`config.mk`:
```
export PLATFORM = sky130hd
export DESIGN_NAME = partition_monitor_feature_ids
export DESIGN_NICKNAME = d
export VERILOG_FILES = /design/src/rtl/partition_monitor_pkg.sv /design/src/rtl/feature_frame_view.sv /design/src/rtl/partition_monitor_feature_ids.sv
export SDC_FILE = /design/constraint.sdc
export NUM_CORES = 1
export LEC_CHECK = 0
export ABC_CLOCK_PERIOD_IN_PS = 1500
export BUFFER_PORTS_ARGS = -buffer_cell sky130_fd_sc_hd__buf_2
export CAP_MARGIN = 20
export CORE_ASPECT_RATIO = 0.7
export CORE_MARGIN = 2
export CORE_UTILIZATION = 25
export DETAILED_ROUTE_END_ITERATION = 8
export PLACE_DENSITY_LB_ADDON = 0.15
export SLEW_MARGIN = 20
export SYNTH_ARGS = -nofsm -noshare
export SYNTH_HDL_FRONTEND = slang
export SYNTH_SLANG_ARGS = --single-unit
```
`constraint.sdc`:
```
create_clock -name clock -period 1.5 [get_ports clock]
set_input_delay 0.075 -clock clock [delete_from_list [all_inputs] [get_ports clock]]
set_output_delay 0.075 -clock clock [all_outputs]
set_load 0.02 [all_outputs]
```
`src/rtl/partition_monitor_pkg.sv`:
```
/*
 * Constants of the feature identification bank: frame offsets, field
 * positions and the feature values that the bank reports.
 * Assumes the identification values are fixed when the chip is built.
 */
package partition_monitor_pkg;

    // Offsets inside a feature frame
    localparam logic [15:0] OFF_SECURE_LIMITS = 16'h0008;
    localparam logic [15:0] OFF_PRIORITY = 16'h0048;
    localparam logic [15:0] OFF_NARROWING = 16'h0050;
    localparam logic [15:0] OFF_MONITOR = 16'h0080;

    // Field positions, monitor feature word
    localparam int MON_LOCAL_CAPTURE_BIT = 31;
    localparam int MON_BANDWIDTH_BIT = 17;
    localparam int MON_CACHE_BIT = 16;
    // Field positions, priority feature word
    localparam int PRI_DS_WIDTH_LSB = 20;
    localparam int PRI_DS_ZERO_LOW_BIT = 17;
    localparam int PRI_DS_PRESENT_BIT = 16;
    localparam int PRI_INT_WIDTH_LSB = 4;
    localparam int PRI_INT_ZERO_LOW_BIT = 1;
    localparam int PRI_INT_PRESENT_BIT = 0;
    // Field positions, limit words
    localparam int NRW_LIMIT_LSB = 0;
    localparam int SEC_GROUP_LSB = 16;
    localparam int SEC_PARTITION_LSB = 0;

    // Word shown for reserved space and absent registers
    localparam logic [31:0] WORD_ZERO = 32'h0000_0000;

    // Component-wide presence flags
    localparam logic MONITORING_PRESENT = 1'b1;
    localparam logic NARROWING_PRESENT = 1'b1;
    localparam logic PRIORITY_PARTITIONING_PRESENT = 1'b1;

    // Secure frame feature values
    localparam logic S_LOCAL_CAPTURE = 1'b1;
    localparam logic S_BANDWIDTH_MON = 1'b1;
    localparam logic S_CACHE_MON = 1'b1;
    localparam logic [15:0] S_INTERNAL_PARTITION_LIMIT = 16'h001f;
    localparam logic [5:0] S_DS_WIDTH = 6'h04;
    localparam logic S_DS_ZERO_LOWEST = 1'b0;
    localparam logic [5:0] S_INT_WIDTH = 6'h03;
    localparam logic S_INT_ZERO_LOWEST = 1'b1;
    localparam logic [7:0] SECURE_GROUP_LIMIT = 8'h01;
    localparam logic [15:0] SECURE_PARTITION_LIMIT = 16'h000f;

    // Non-secure frame feature values; may differ from the secure ones
    localparam logic NS_LOCAL_CAPTURE = 1'b0;
    localparam logic NS_BANDWIDTH_MON = 1'b1;
    localparam logic NS_CACHE_MON = 1'b1;
    localparam logic [15:0] NS_INTERNAL_PARTITION_LIMIT = 16'h003f;
    localparam logic [5:0] NS_DS_WIDTH = 6'h00;
    localparam logic NS_DS_ZERO_LOWEST = 1'b0;
    localparam logic [5:0] NS_INT_WIDTH = 6'h03;
    localparam logic NS_INT_ZERO_LOWEST = 1'b1;

    // Bus sequencer states
    typedef enum logic [0:0] {ST_STRAP, ST_RUN} bank_state_t;

endpackage

```
`src/rtl/feature_frame_view.sv`:
```
/*
 * One feature frame of the identification bank: packs the frame's feature
 * values into register words and decodes a frame offset to a word.
 * Assumes the offset is stable while the caller samples the result.
 */
`timescale 1ns/10ps
`default_nettype none

module feature_frame_view
    import partition_monitor_pkg::*;
#(
    parameter bit IS_SECURE = 1'b0,
    parameter bit LOCAL_CAPTURE = 1'b0,
    parameter bit BANDWIDTH_MON = 1'b0,
    parameter bit CACHE_MON = 1'b0,
    parameter logic [15:0] PARTITION_LIMIT = 16'h0000,
    parameter logic [5:0] DS_WIDTH = 6'h00,
    parameter bit DS_ZERO_LOWEST = 1'b0,
    parameter logic [5:0] INT_WIDTH = 6'h00,
    parameter bit INT_ZERO_LOWEST = 1'b0
) (
    // Lookup
    input wire logic [15:0] offset,
    input wire logic secure_map_ok,
    // Result
    output logic [31:0] word,
    output logic hit
);

    logic [31:0] monitor_word;
    logic [31:0] priority_word;
    logic [31:0] narrowing_word;
    logic [31:0] limits_word;

    // Pack each word; every bit not assigned stays zero
    always_comb begin
        monitor_word = WORD_ZERO;
        monitor_word[MON_LOCAL_CAPTURE_BIT] = LOCAL_CAPTURE;
        monitor_word[MON_BANDWIDTH_BIT] = BANDWIDTH_MON;
        monitor_word[MON_CACHE_BIT] = CACHE_MON;
        priority_word = WORD_ZERO;
        priority_word[PRI_DS_WIDTH_LSB +: 6] = DS_WIDTH;
        priority_word[PRI_DS_ZERO_LOW_BIT] = DS_ZERO_LOWEST;
        priority_word[PRI_DS_PRESENT_BIT] = (DS_WIDTH != 6'h00);
        priority_word[PRI_INT_WIDTH_LSB +: 6] = INT_WIDTH;
        priority_word[PRI_INT_ZERO_LOW_BIT] = INT_ZERO_LOWEST;
        priority_word[PRI_INT_PRESENT_BIT] = (INT_WIDTH != 6'h00);
        narrowing_word = WORD_ZERO;
        narrowing_word[NRW_LIMIT_LSB +: 16] = PARTITION_LIMIT;
        limits_word = WORD_ZERO;
        limits_word[SEC_GROUP_LSB +: 8] = SECURE_GROUP_LIMIT;
        limits_word[SEC_PARTITION_LSB +: 16] = SECURE_PARTITION_LIMIT;
    end

    // Offset decode; absent registers read as reserved zero
    always_comb begin
        word = WORD_ZERO;
        hit = 1'b0;
        unique case (offset)
            OFF_MONITOR: begin
                hit = MONITORING_PRESENT;
                word = MONITORING_PRESENT ? monitor_word : WORD_ZERO;
            end
            OFF_NARROWING: begin
                hit = NARROWING_PRESENT;
                word = NARROWING_PRESENT ? narrowing_word : WORD_ZERO;
            end
            OFF_PRIORITY: begin
                hit = PRIORITY_PARTITIONING_PRESENT;
                word = PRIORITY_PARTITIONING_PRESENT ? priority_word : WORD_ZERO;
            end
            OFF_SECURE_LIMITS: begin
                hit = IS_SECURE && secure_map_ok;
                word = (IS_SECURE && secure_map_ok) ? limits_word : WORD_ZERO;
            end
            default: begin
                hit = 1'b0;
                word = WORD_ZERO;
            end
        endcase
    end

endmodule // feature_frame_view

`default_nettype wire

```
`src/rtl/partition_monitor_feature_ids.sv`:
```
/*
 * Read-only feature identification bank seen through a secure and a
 * non-secure feature frame.
 * Assumes a simple request port: one request per cycle when ready, the
 * answer one cycle later; the secure-map strap is steady around reset.
 */
// Functional notes
// - Separate secure and non-secure copies where contents differ
// - Monitor feature word at 0x0080, read-only
// - Narrowing limit in bits 15:0, upper zero
// - Narrowing limit word at 0x0050, read-only
// - Priority word reads zero without priority partitioning
// - Bits 25:20 give downstream priority width
// - Bit 17 gives downstream zero-lowest polarity
// - Bit 16 flags downstream priority field present
// - Bits 9:4 give internal priority width
// - Bit 1 gives internal zero-lowest polarity
// - Bit 0 flags internal priority field present
// - Priority word at 0x0048, read-only
// - Secure group limit bits 23:16, top zero
// - Secure partition limit in bits 15:0
// - Secure limits only in secure frame 0x0008
// - No secure map means no secure limits
// - Monitor bit 31 flags local capture generator
// - Monitor bit 17 flags bandwidth usage monitoring
// - Monitor bit 16 flags cache usage monitoring
`timescale 1ns/10ps
`default_nettype none

module partition_monitor_feature_ids
    import partition_monitor_pkg::*;
(
    // Clock and reset
    input wire logic clock,
    input wire logic rst_n,
    // Strap: the system provides a secure address map
    input wire logic secure_map_present,
    // Request
    input wire logic req_valid,
    input wire logic req_write,
    input wire logic req_secure,
    input wire logic [15:0] req_addr,
    output logic req_ready,
    // Answer
    output logic resp_valid,
    output logic [31:0] resp_rdata,
    output logic resp_unmapped
);

    bank_state_t state_reg, state_next;
    logic secure_map_reg, secure_map_next;
    logic resp_valid_reg, resp_valid_next;
    logic [31:0] resp_rdata_reg, resp_rdata_next;
    logic resp_unmapped_reg, resp_unmapped_next;
    logic [31:0] secure_word;
    logic [31:0] nonsecure_word;
    logic secure_hit;
    logic nonsecure_hit;
    logic take;

    // Secure frame copy
    feature_frame_view #(
        .IS_SECURE(1'b1),
        .LOCAL_CAPTURE(S_LOCAL_CAPTURE),
        .BANDWIDTH_MON(S_BANDWIDTH_MON),
        .CACHE_MON(S_CACHE_MON),
        .PARTITION_LIMIT(S_INTERNAL_PARTITION_LIMIT),
        .DS_WIDTH(S_DS_WIDTH),
        .DS_ZERO_LOWEST(S_DS_ZERO_LOWEST),
        .INT_WIDTH(S_INT_WIDTH),
        .INT_ZERO_LOWEST(S_INT_ZERO_LOWEST)
    ) secure_frame (
        .offset(req_addr),
        .secure_map_ok(secure_map_reg),
        .word(secure_word),
        .hit(secure_hit)
    );

    // Non-secure frame copy, distinct because its values differ
    feature_frame_view #(
        .IS_SECURE(1'b0),
        .LOCAL_CAPTURE(NS_LOCAL_CAPTURE),
        .BANDWIDTH_MON(NS_BANDWIDTH_MON),
        .CACHE_MON(NS_CACHE_MON),
        .PARTITION_LIMIT(NS_INTERNAL_PARTITION_LIMIT),
        .DS_WIDTH(NS_DS_WIDTH),
        .DS_ZERO_LOWEST(NS_DS_ZERO_LOWEST),
        .INT_WIDTH(NS_INT_WIDTH),
        .INT_ZERO_LOWEST(NS_INT_ZERO_LOWEST)
    ) nonsecure_frame (
        .offset(req_addr),
        .secure_map_ok(secure_map_reg),
        .word(nonsecure_word),
        .hit(nonsecure_hit)
    );

    // Ready once the strap has been caught after reset release
    assign req_ready = (state_reg == ST_RUN);
    assign take = req_valid && req_ready;

    // Next state: strap capture, then request handling
    always_comb begin
        state_next = state_reg;
        secure_map_next = secure_map_reg;
        resp_valid_next = 1'b0;
        resp_rdata_next = resp_rdata_reg;
        resp_unmapped_next = 1'b0;
        unique case (state_reg)
            ST_STRAP: begin
                secure_map_next = secure_map_present;
                state_next = ST_RUN;
            end
            ST_RUN: begin
                if (take) begin
                    resp_valid_next = 1'b1;
                    if (req_write) begin
                        // Acknowledged with no effect on any state
                        resp_rdata_next = WORD_ZERO;
                        resp_unmapped_next = 1'b0;
                    end else if (req_secure && secure_map_reg) begin
                        resp_rdata_next = secure_word;
                        resp_unmapped_next = !secure_hit;
                    end else if (req_secure) begin
                        // No secure map: the secure frame does not exist
                        resp_rdata_next = WORD_ZERO;
                        resp_unmapped_next = 1'b1;
                    end else begin
                        resp_rdata_next = nonsecure_word;
                        resp_unmapped_next = !nonsecure_hit;
                    end
                end
            end
        endcase
    end

    // Registers of the sequencer and the answer
    always_ff @(posedge clock or negedge rst_n) begin
        if (!rst_n) begin
            state_reg <= ST_STRAP;
            secure_map_reg <= 1'b0;
            resp_valid_reg <= 1'b0;
            resp_rdata_reg <= WORD_ZERO;
            resp_unmapped_reg <= 1'b0;
        end else begin
            state_reg <= state_next;
            secure_map_reg <= secure_map_next;
            resp_valid_reg <= resp_valid_next;
            resp_rdata_reg <= resp_rdata_next;
            resp_unmapped_reg <= resp_unmapped_next;
        end
    end

    // Answer outputs straight from flip-flops
    assign resp_valid = resp_valid_reg;
    assign resp_rdata = resp_rdata_reg;
    assign resp_unmapped = resp_unmapped_reg;

endmodule // partition_monitor_feature_ids

`default_nettype wire

```
==> results of run 1 <==
-- power groups by stage --
| stage | combinational, W | clock [W] | sequential [W] |
|---|---|---|---|
| after floorplan | 0.000123 | 0 | 0.000345 |
| after global placement | 0.000138 | 0 | 0.000340 |
| after detailed placement | 0.000139 | 0 | 0.000340 |
| after CTS | 0.000141 | 0.000364 | 0.000335 |
| after global routing | 0.000157 | 0.000385 | 0.000336 |
| final | 0.000141 | 0.000352 | 0.000335 |
-- area by class of cell --
class	instances	area (um^2)	share of cell area (%)
multi-input cells	66	414	41.1
flip-flops and latches	12	300	29.8
repair buffers	36	188	18.6
clock buffers	4	55.1	5.46
well taps	38	47.5	4.71
inverters	1	3.75	0.372
-- timing repair --
action | CTS | global route
setup endpoints to repair | 0 | 1
setup buffers | 0 | 0
hold buffers | 1 | 0
endpoints found under the hold margin | 12 | 0
gates resized for setup | 0 | 1
-- path summary, 6_finish.rpt --
| kind | from | end | cells after the start |
|---|---|---|---|
| max in group asynchronous | rst_n | resp_rdata[17] | 2 |
| worst min-delay path | secure_map_present | secure_map_reg | 2 |
| worst min register to register | resp_rdata[16] | resp_rdata[16] | 2 |
| min in group asynchronous | rst_n | resp_unmapped | 2 |
| worst max-delay path | req_ready | resp_rdata[1] | 4 |
| worst max register to register | req_ready | resp_rdata[1] | 4 |
-- worst register-to-register path, cell delays in order (launching register included) --
cell     delay, ns
dfrtp_1       0.36
nand2_1       0.18
nor3b_2       0.42
o21ai_0       0.16
o21ai_1       0.14
-- stage by stage --
step | cells | util, % | worst slack [ns]
5_1_grt | 157 | 32.0 | 0.0246
4_1_cts | 157 | 31.9 | 0.149
3_3_place_gp | 152 | 29.8 | 0.190
2_1_floorplan | 104 | - | 0.173
3_5_place_dp | 152 | 29.8 | 0.165
6_report | 157 | 32.0 | 0.168
-- cell usage in the layout, fill, tap and decap left out, types with 2 or more instances in the layout --
cell / netlist / routed
nor2_1: 4 / 4
conb_1: 2 / 23
buf_2: 0 / 34
clkbuf_8: 0 / 4
nand3_1: 2 / 2
nor3_2: 1 / 2
dfrtp_1: 12 / 12
o21ai_1: 4 / 4
nor3_1: 3 / 2
a22o_1: 2 / 2
a32oi_1: 4 / 4
nand2_1: 7 / 7
-- per-layer routing --
metal,routed length (um),track usage [%]
met1,930,14.6
met2,718,13.9
met3,125,5.04
met4,4,1.85
met5,0,0
-- kinds of logic (layout without fill, tap and decap cells) --
logic type / count (synthesis) / count (layout) / share of synthesized area [%]
other: 2 / 23 / 0.918
multiplexers: 1 / 1 / 1.38
AO/OA/AOI/OAI: 16 / 16 / 16.1
AND/OR/NAND/NOR: 26 / 26 / 22.0
flip-flops: 12 / 12 / 36.7
buffers and inverters: 26 / 41 / 22.9
==> impl_metrics.json, run 1 <==
{
  "status": "complete, no violations",
  "leakage_nw": 0.523,
  "wl_um": 1780,
  "worstPathCellList": "nand2_1 -> nor3b_2 -> o21ai_0 -> o21ai_1",
  "dp_hpwl_um": 1480,
  "worstSetupEndpointType": "flop",
  "avgSynthCellArea_um2": 9.86,
  "fmax_mhz": 751,
  "synth_area_um2": 818,
  "reg2reg_slack_ns": 0.17,
  "arrival_ns": 1.50,
  "ys_seq_area_share_pct": 36.7,
  "io_pins": 57,
  "fin_crit_ns": 1.33,
  "fin_crit_sh_pct": 88.8,
  "rows": 17,
  "numPortBuffers": 34,
  "drcViolationCount": 0,
  "comb_power_share_pct": 17.1,
  "drive_gt1_share_pct": 42.0,
  "critical_path_required_ns": 1.67,
  "ys.flop_type": "dfrtp_1",
  "clockBufferDepth": 2,
  "crit_family": "simple AND/OR/NAND/NOR gates",
  "ir_worst_vdd_mv": 0.494,
  "wl_per_cell_um": 11.3,
  "start_util_pct": 26.0,
  "fin_nets": 142,
  "grt_max_degree": 13,
  "async_flop_share_pct": 100,
  "grt_use_total_pct": 10.3,
  "synthTopCellsByArea": "dfrtp_1 37%, buf_4 22%, a32oi_1 4.3%",
  "synth_edf_count": 0,
  "drv_cap": 0,
  "seq_power_share_pct": 40.4,
  "num_vias": 668,
  "synth-warning-count": 0,
  "synth_top_cell_area_share_pct": 36.7,
  "clock_latency_ns": 0.24,
  "critPathBufInv": 0,
  "grt_setup_unrepaired": "no",
  "largest_reg_flops": 8,
  "yosysTopAreaCell": "dfrtp_1",
  "slew_viol_final": 0,
  "stdcell_area_um2": 1010,
  "cts_sinks": 12,
  "drtIter0Drc": 53,
  "nFillCells": 331,
  "grt_pass1_wl_um": 2880,
  "clk_pin_slew_ns": 0.05,
  "slowest_stage": "nor3b_2",
  "yosysMostFrequentCell": "buf_4",
  "fp.dieW_um": 72.4,
  "antenna_found_initial": 0,
  "drtPass1Iterations": 4,
  "fin_setup_tns_ns": 0,
  "p_per_area_nw_per_um2": 821,
  "syn_to_final_growth_pct": 23.2,
  "intPower_w": 0.000604,
  "gp_congestion": 0.734,
  "power_w": 0.000828,
  "die_area_um2": 3750,
  "crit_path_max_incr_delay_ns": 0.42,
  "ys_ff_latch": 12,
  "switchingPower_w": 0.000224,
  "h-tree-depth": 1,
  "ctsRootBufferMaster": "clkbuf_8",
  "overflow": 0,
  "hold_path.class": "in2reg",
  "cp_max_fo": 7,
  "cp-start-kind": "flop",
  "place_area_um2": 938,
  "syn_inst": 83,
  "ys_types": 29,
  "numCtsBuffers": 3,
  "grt_pass1_vias": 597,
  "switching_share_pct": 27.0,
  "cts_tree": "built",
  "setup_viol": 0,
  "core-area_um2": 3150,
  "diodes": 0,
  "critPathKind": "reg2reg",
  "skew_ns": 0.00172,
  "die_h_um": 51.9,
  "hold_viol": 0,
  "via_per_inst": 4.25,
  "hold_ws_ns": 0.0752,
  "clockPowerShare_pct": 42.5,
  "synth_common_cells": "24 x buf_4, 12 x dfrtp_1, 7 x nand2_1",
  "ant_nets": 0
}
Power figures use the tool's default switching activity.
==> inputs of run 2 (changes only) <==
--- a/config.mk
+++ b/config.mk
@@ -5,14 +5,13 @@
 export SDC_FILE = /design/constraint.sdc
 export NUM_CORES = 1
 export LEC_CHECK = 0
-export ABC_CLOCK_PERIOD_IN_PS = 1500
+export ABC_CLOCK_PERIOD_IN_PS = 1200
 export BUFFER_PORTS_ARGS = -buffer_cell sky130_fd_sc_hd__buf_2
 export CAP_MARGIN = 20
 export CORE_ASPECT_RATIO = 0.7
-export CORE_MARGIN = 2
 export CORE_UTILIZATION = 25
 export DETAILED_ROUTE_END_ITERATION = 8
-export PLACE_DENSITY_LB_ADDON = 0.15
+export PLACE_DENSITY_LB_ADDON = 0.3
 export SLEW_MARGIN = 20
 export SYNTH_ARGS = -nofsm -noshare
 export SYNTH_HDL_FRONTEND = slang
==> constraint.sdc (replaced) <==
create_clock -name clock -period 1.2 [get_ports clock]
set_input_delay 0.06 -clock clock [delete_from_list [all_inputs] [get_ports clock]]
set_output_delay 0.06 -clock clock [all_outputs]
set_load 0.02 [all_outputs]
==> impl_metrics.json, run 2 (synthesis results as in run 1) <==
{
  "core-area_um2": 2940,
  "layout_commonest_cell": "buf_2",
  "cts_tree": "built",
  "dp_hpwl_um": 1470,
  "gp_congestion": 0.757,
  "die_area_um2": 3510,
  "crit_path_max_incr_delay_ns": 0.37,
  "drtPass1Iterations": 4,
  "clock_latency_ns": 0.24,
  "arrival_ns": 1.31,
  "fin_setup_tns_ns": 0,
  "crit_family": "simple AND/OR/NAND/NOR gates",
  "ir_worst_vdd_mv": 0.738,
  "fp.dieW_um": 70.4,
  "numPortBuffers": 34,
  "slew_viol_final": 0,
  "setup_viol": 0,
  "reg2reg_slack_ns": 0.05,
  "io_pins": 57,
  "place_area_um2": 991,
  "h-tree-depth": 1,
  "grt_use_total_pct": 10.9,
  "largest_reg_flops": 8,
  "drv_cap": 0,
  "ant_nets": 0,
  "overflow": 0,
  "p_per_area_nw_per_um2": 920,
  "skew_ns": 0.00119,
  "hold_ws_ns": 0.0576,
  "switchingPower_w": 0.000273,
  "num_vias": 698,
  "cts_sinks": 12,
  "critical_path_required_ns": 1.37,
  "grt_pass1_wl_um": 2870,
  "fin_crit_sh_pct": 95.8,
  "r2r-end": "resp_rdata[16]",
  "cp_max_fo": 6,
  "grt_setup_unrepaired": "no",
  "cts_setup_buffers": 0,
  "switching_share_pct": 27.9,
  "hold_viol": 0,
  "drtIter0Drc": 20,
  "fin_crit_ns": 1.15,
  "worstSetupEndpointType": "flop",
  "hold_path.class": "in2reg",
  "start_util_pct": 27.8,
  "drcViolationCount": 0,
  "seq_power_share_pct": 42.7,
  "leakage_nw": 0.560,
  "fmax_mhz": 870,
  "diodes": 0,
  "reg2reg_depth": 4,
  "hold_end": "secure_map_reg",
  "status": "complete, no violations",
  "syn_to_final_growth_pct": 30.0,
  "fin_nets": 149,
  "critPathBufInv": 0,
  "r2r_start": "secure_map_reg",
  "slowest_stage": "dfrtp_1",
  "numCtsBuffers": 3,
  "wl_per_cell_um": 11.0,
  "cp-start-kind": "flop",
  "stdcell_area_um2": 1060,
  "clk_pin_slew_ns": 0.05,
  "antenna_found_initial": 0,
  "hold_start": "secure_map_present",
  "rows": 16,
  "grt_max_degree": 13,
  "via_per_inst": 4.34,
  "clockPowerShare_pct": 36.5,
  "critPathKind": "reg2reg",
  "comb_power_share_pct": 20.8,
  "ctsRootBufferMaster": "clkbuf_8",
  "wl_um": 1780,
  "whs_path_depth": 2,
  "grt_pass1_vias": 642,
  "worstPathCellList": "nand2b_4 -> nor3b_4 -> a32oi_1 -> o21ai_1",
  "die_h_um": 49.9,
  "layout_common_cells": "34 x buf_2, 23 x conb_1, 12 x dfrtp_1",
  "drive_gt1_share_pct": 46.4,
  "clockBufferDepth": 2,
  "intPower_w": 0.000705
}
run 2: cell types whose count changed in the layout (fill, tap and decap cells not counted), sizes merged:
| cell | change |
|---|---|
| buf | +7 |
| clkbuf | -1 |
run 2: how the worst max path moves through the flow:
stage / from / to / slack (ns) / cells after the start
6_report: secure_map_reg / resp_rdata[16] / 0.05 / 4
5_1_grt: secure_map_reg / resp_rdata[16] / 0.0006 / 6
4_1_cts: secure_map_reg / resp_unmapped / 0.02 / 4
3_5_place_dp: secure_map_reg / resp_rdata[1] / -0.02 / 4
3_3_place_gp: secure_map_reg / resp_rdata[16] / 0.03 / 6
2_1_floorplan: req_ready / resp_rdata[1] / 0.02 / 4
run 2: final cells by class:
cell class	instances	area [um^2]
flip-flops and latches	12	300
well taps	36	45.0
repair buffers	43	240
inverters	1	3.75
fillers	316	1880
clock buffers	3	41.3
multi-input cells	66	433
run 2: stage by stage:
stage	total power (W)	worst slack (ns)	std cells	utilization, %
final	0.000979	0.0501	161	36.1
after global routing	0.00103	0.000636	161	36.1
after CTS	0.000991	0.0193	161	35.8
after detailed placement	0.000615	-0.0185	157	33.7
after global placement	0.000612	0.0312	157	33.7
after floorplan	0.000587	0.0213	104	-
run 2: power groups by stage:
stage | sequential, W | clock, W | combinational, W
final | 0.000418 | 0.000358 | 0.000203
after global routing | 0.000418 | 0.000392 | 0.000221
after CTS | 0.000417 | 0.000376 | 0.000198
after detailed placement | 0.000424 | 0 | 0.000191
after global placement | 0.000424 | 0 | 0.000188
after floorplan | 0.000431 | 0 | 0.000156
run 2: what timing repair did:
item	in CTS	in global routing
hold endpoints to repair	12	0
hold buffers	1	0
endpoints found under the setup margin	3	4
pin swaps	0	1
resized for setup	2	2
run 2: per-layer routing:
metal  up-vias  wire length, um  global-route usage (%)
met5         -                0                       0
met3         2              155                    5.32
met1       328              773                    13.1
li1        334                -                       -
met4         0                8                    2.67
met2        34              842                    17.3
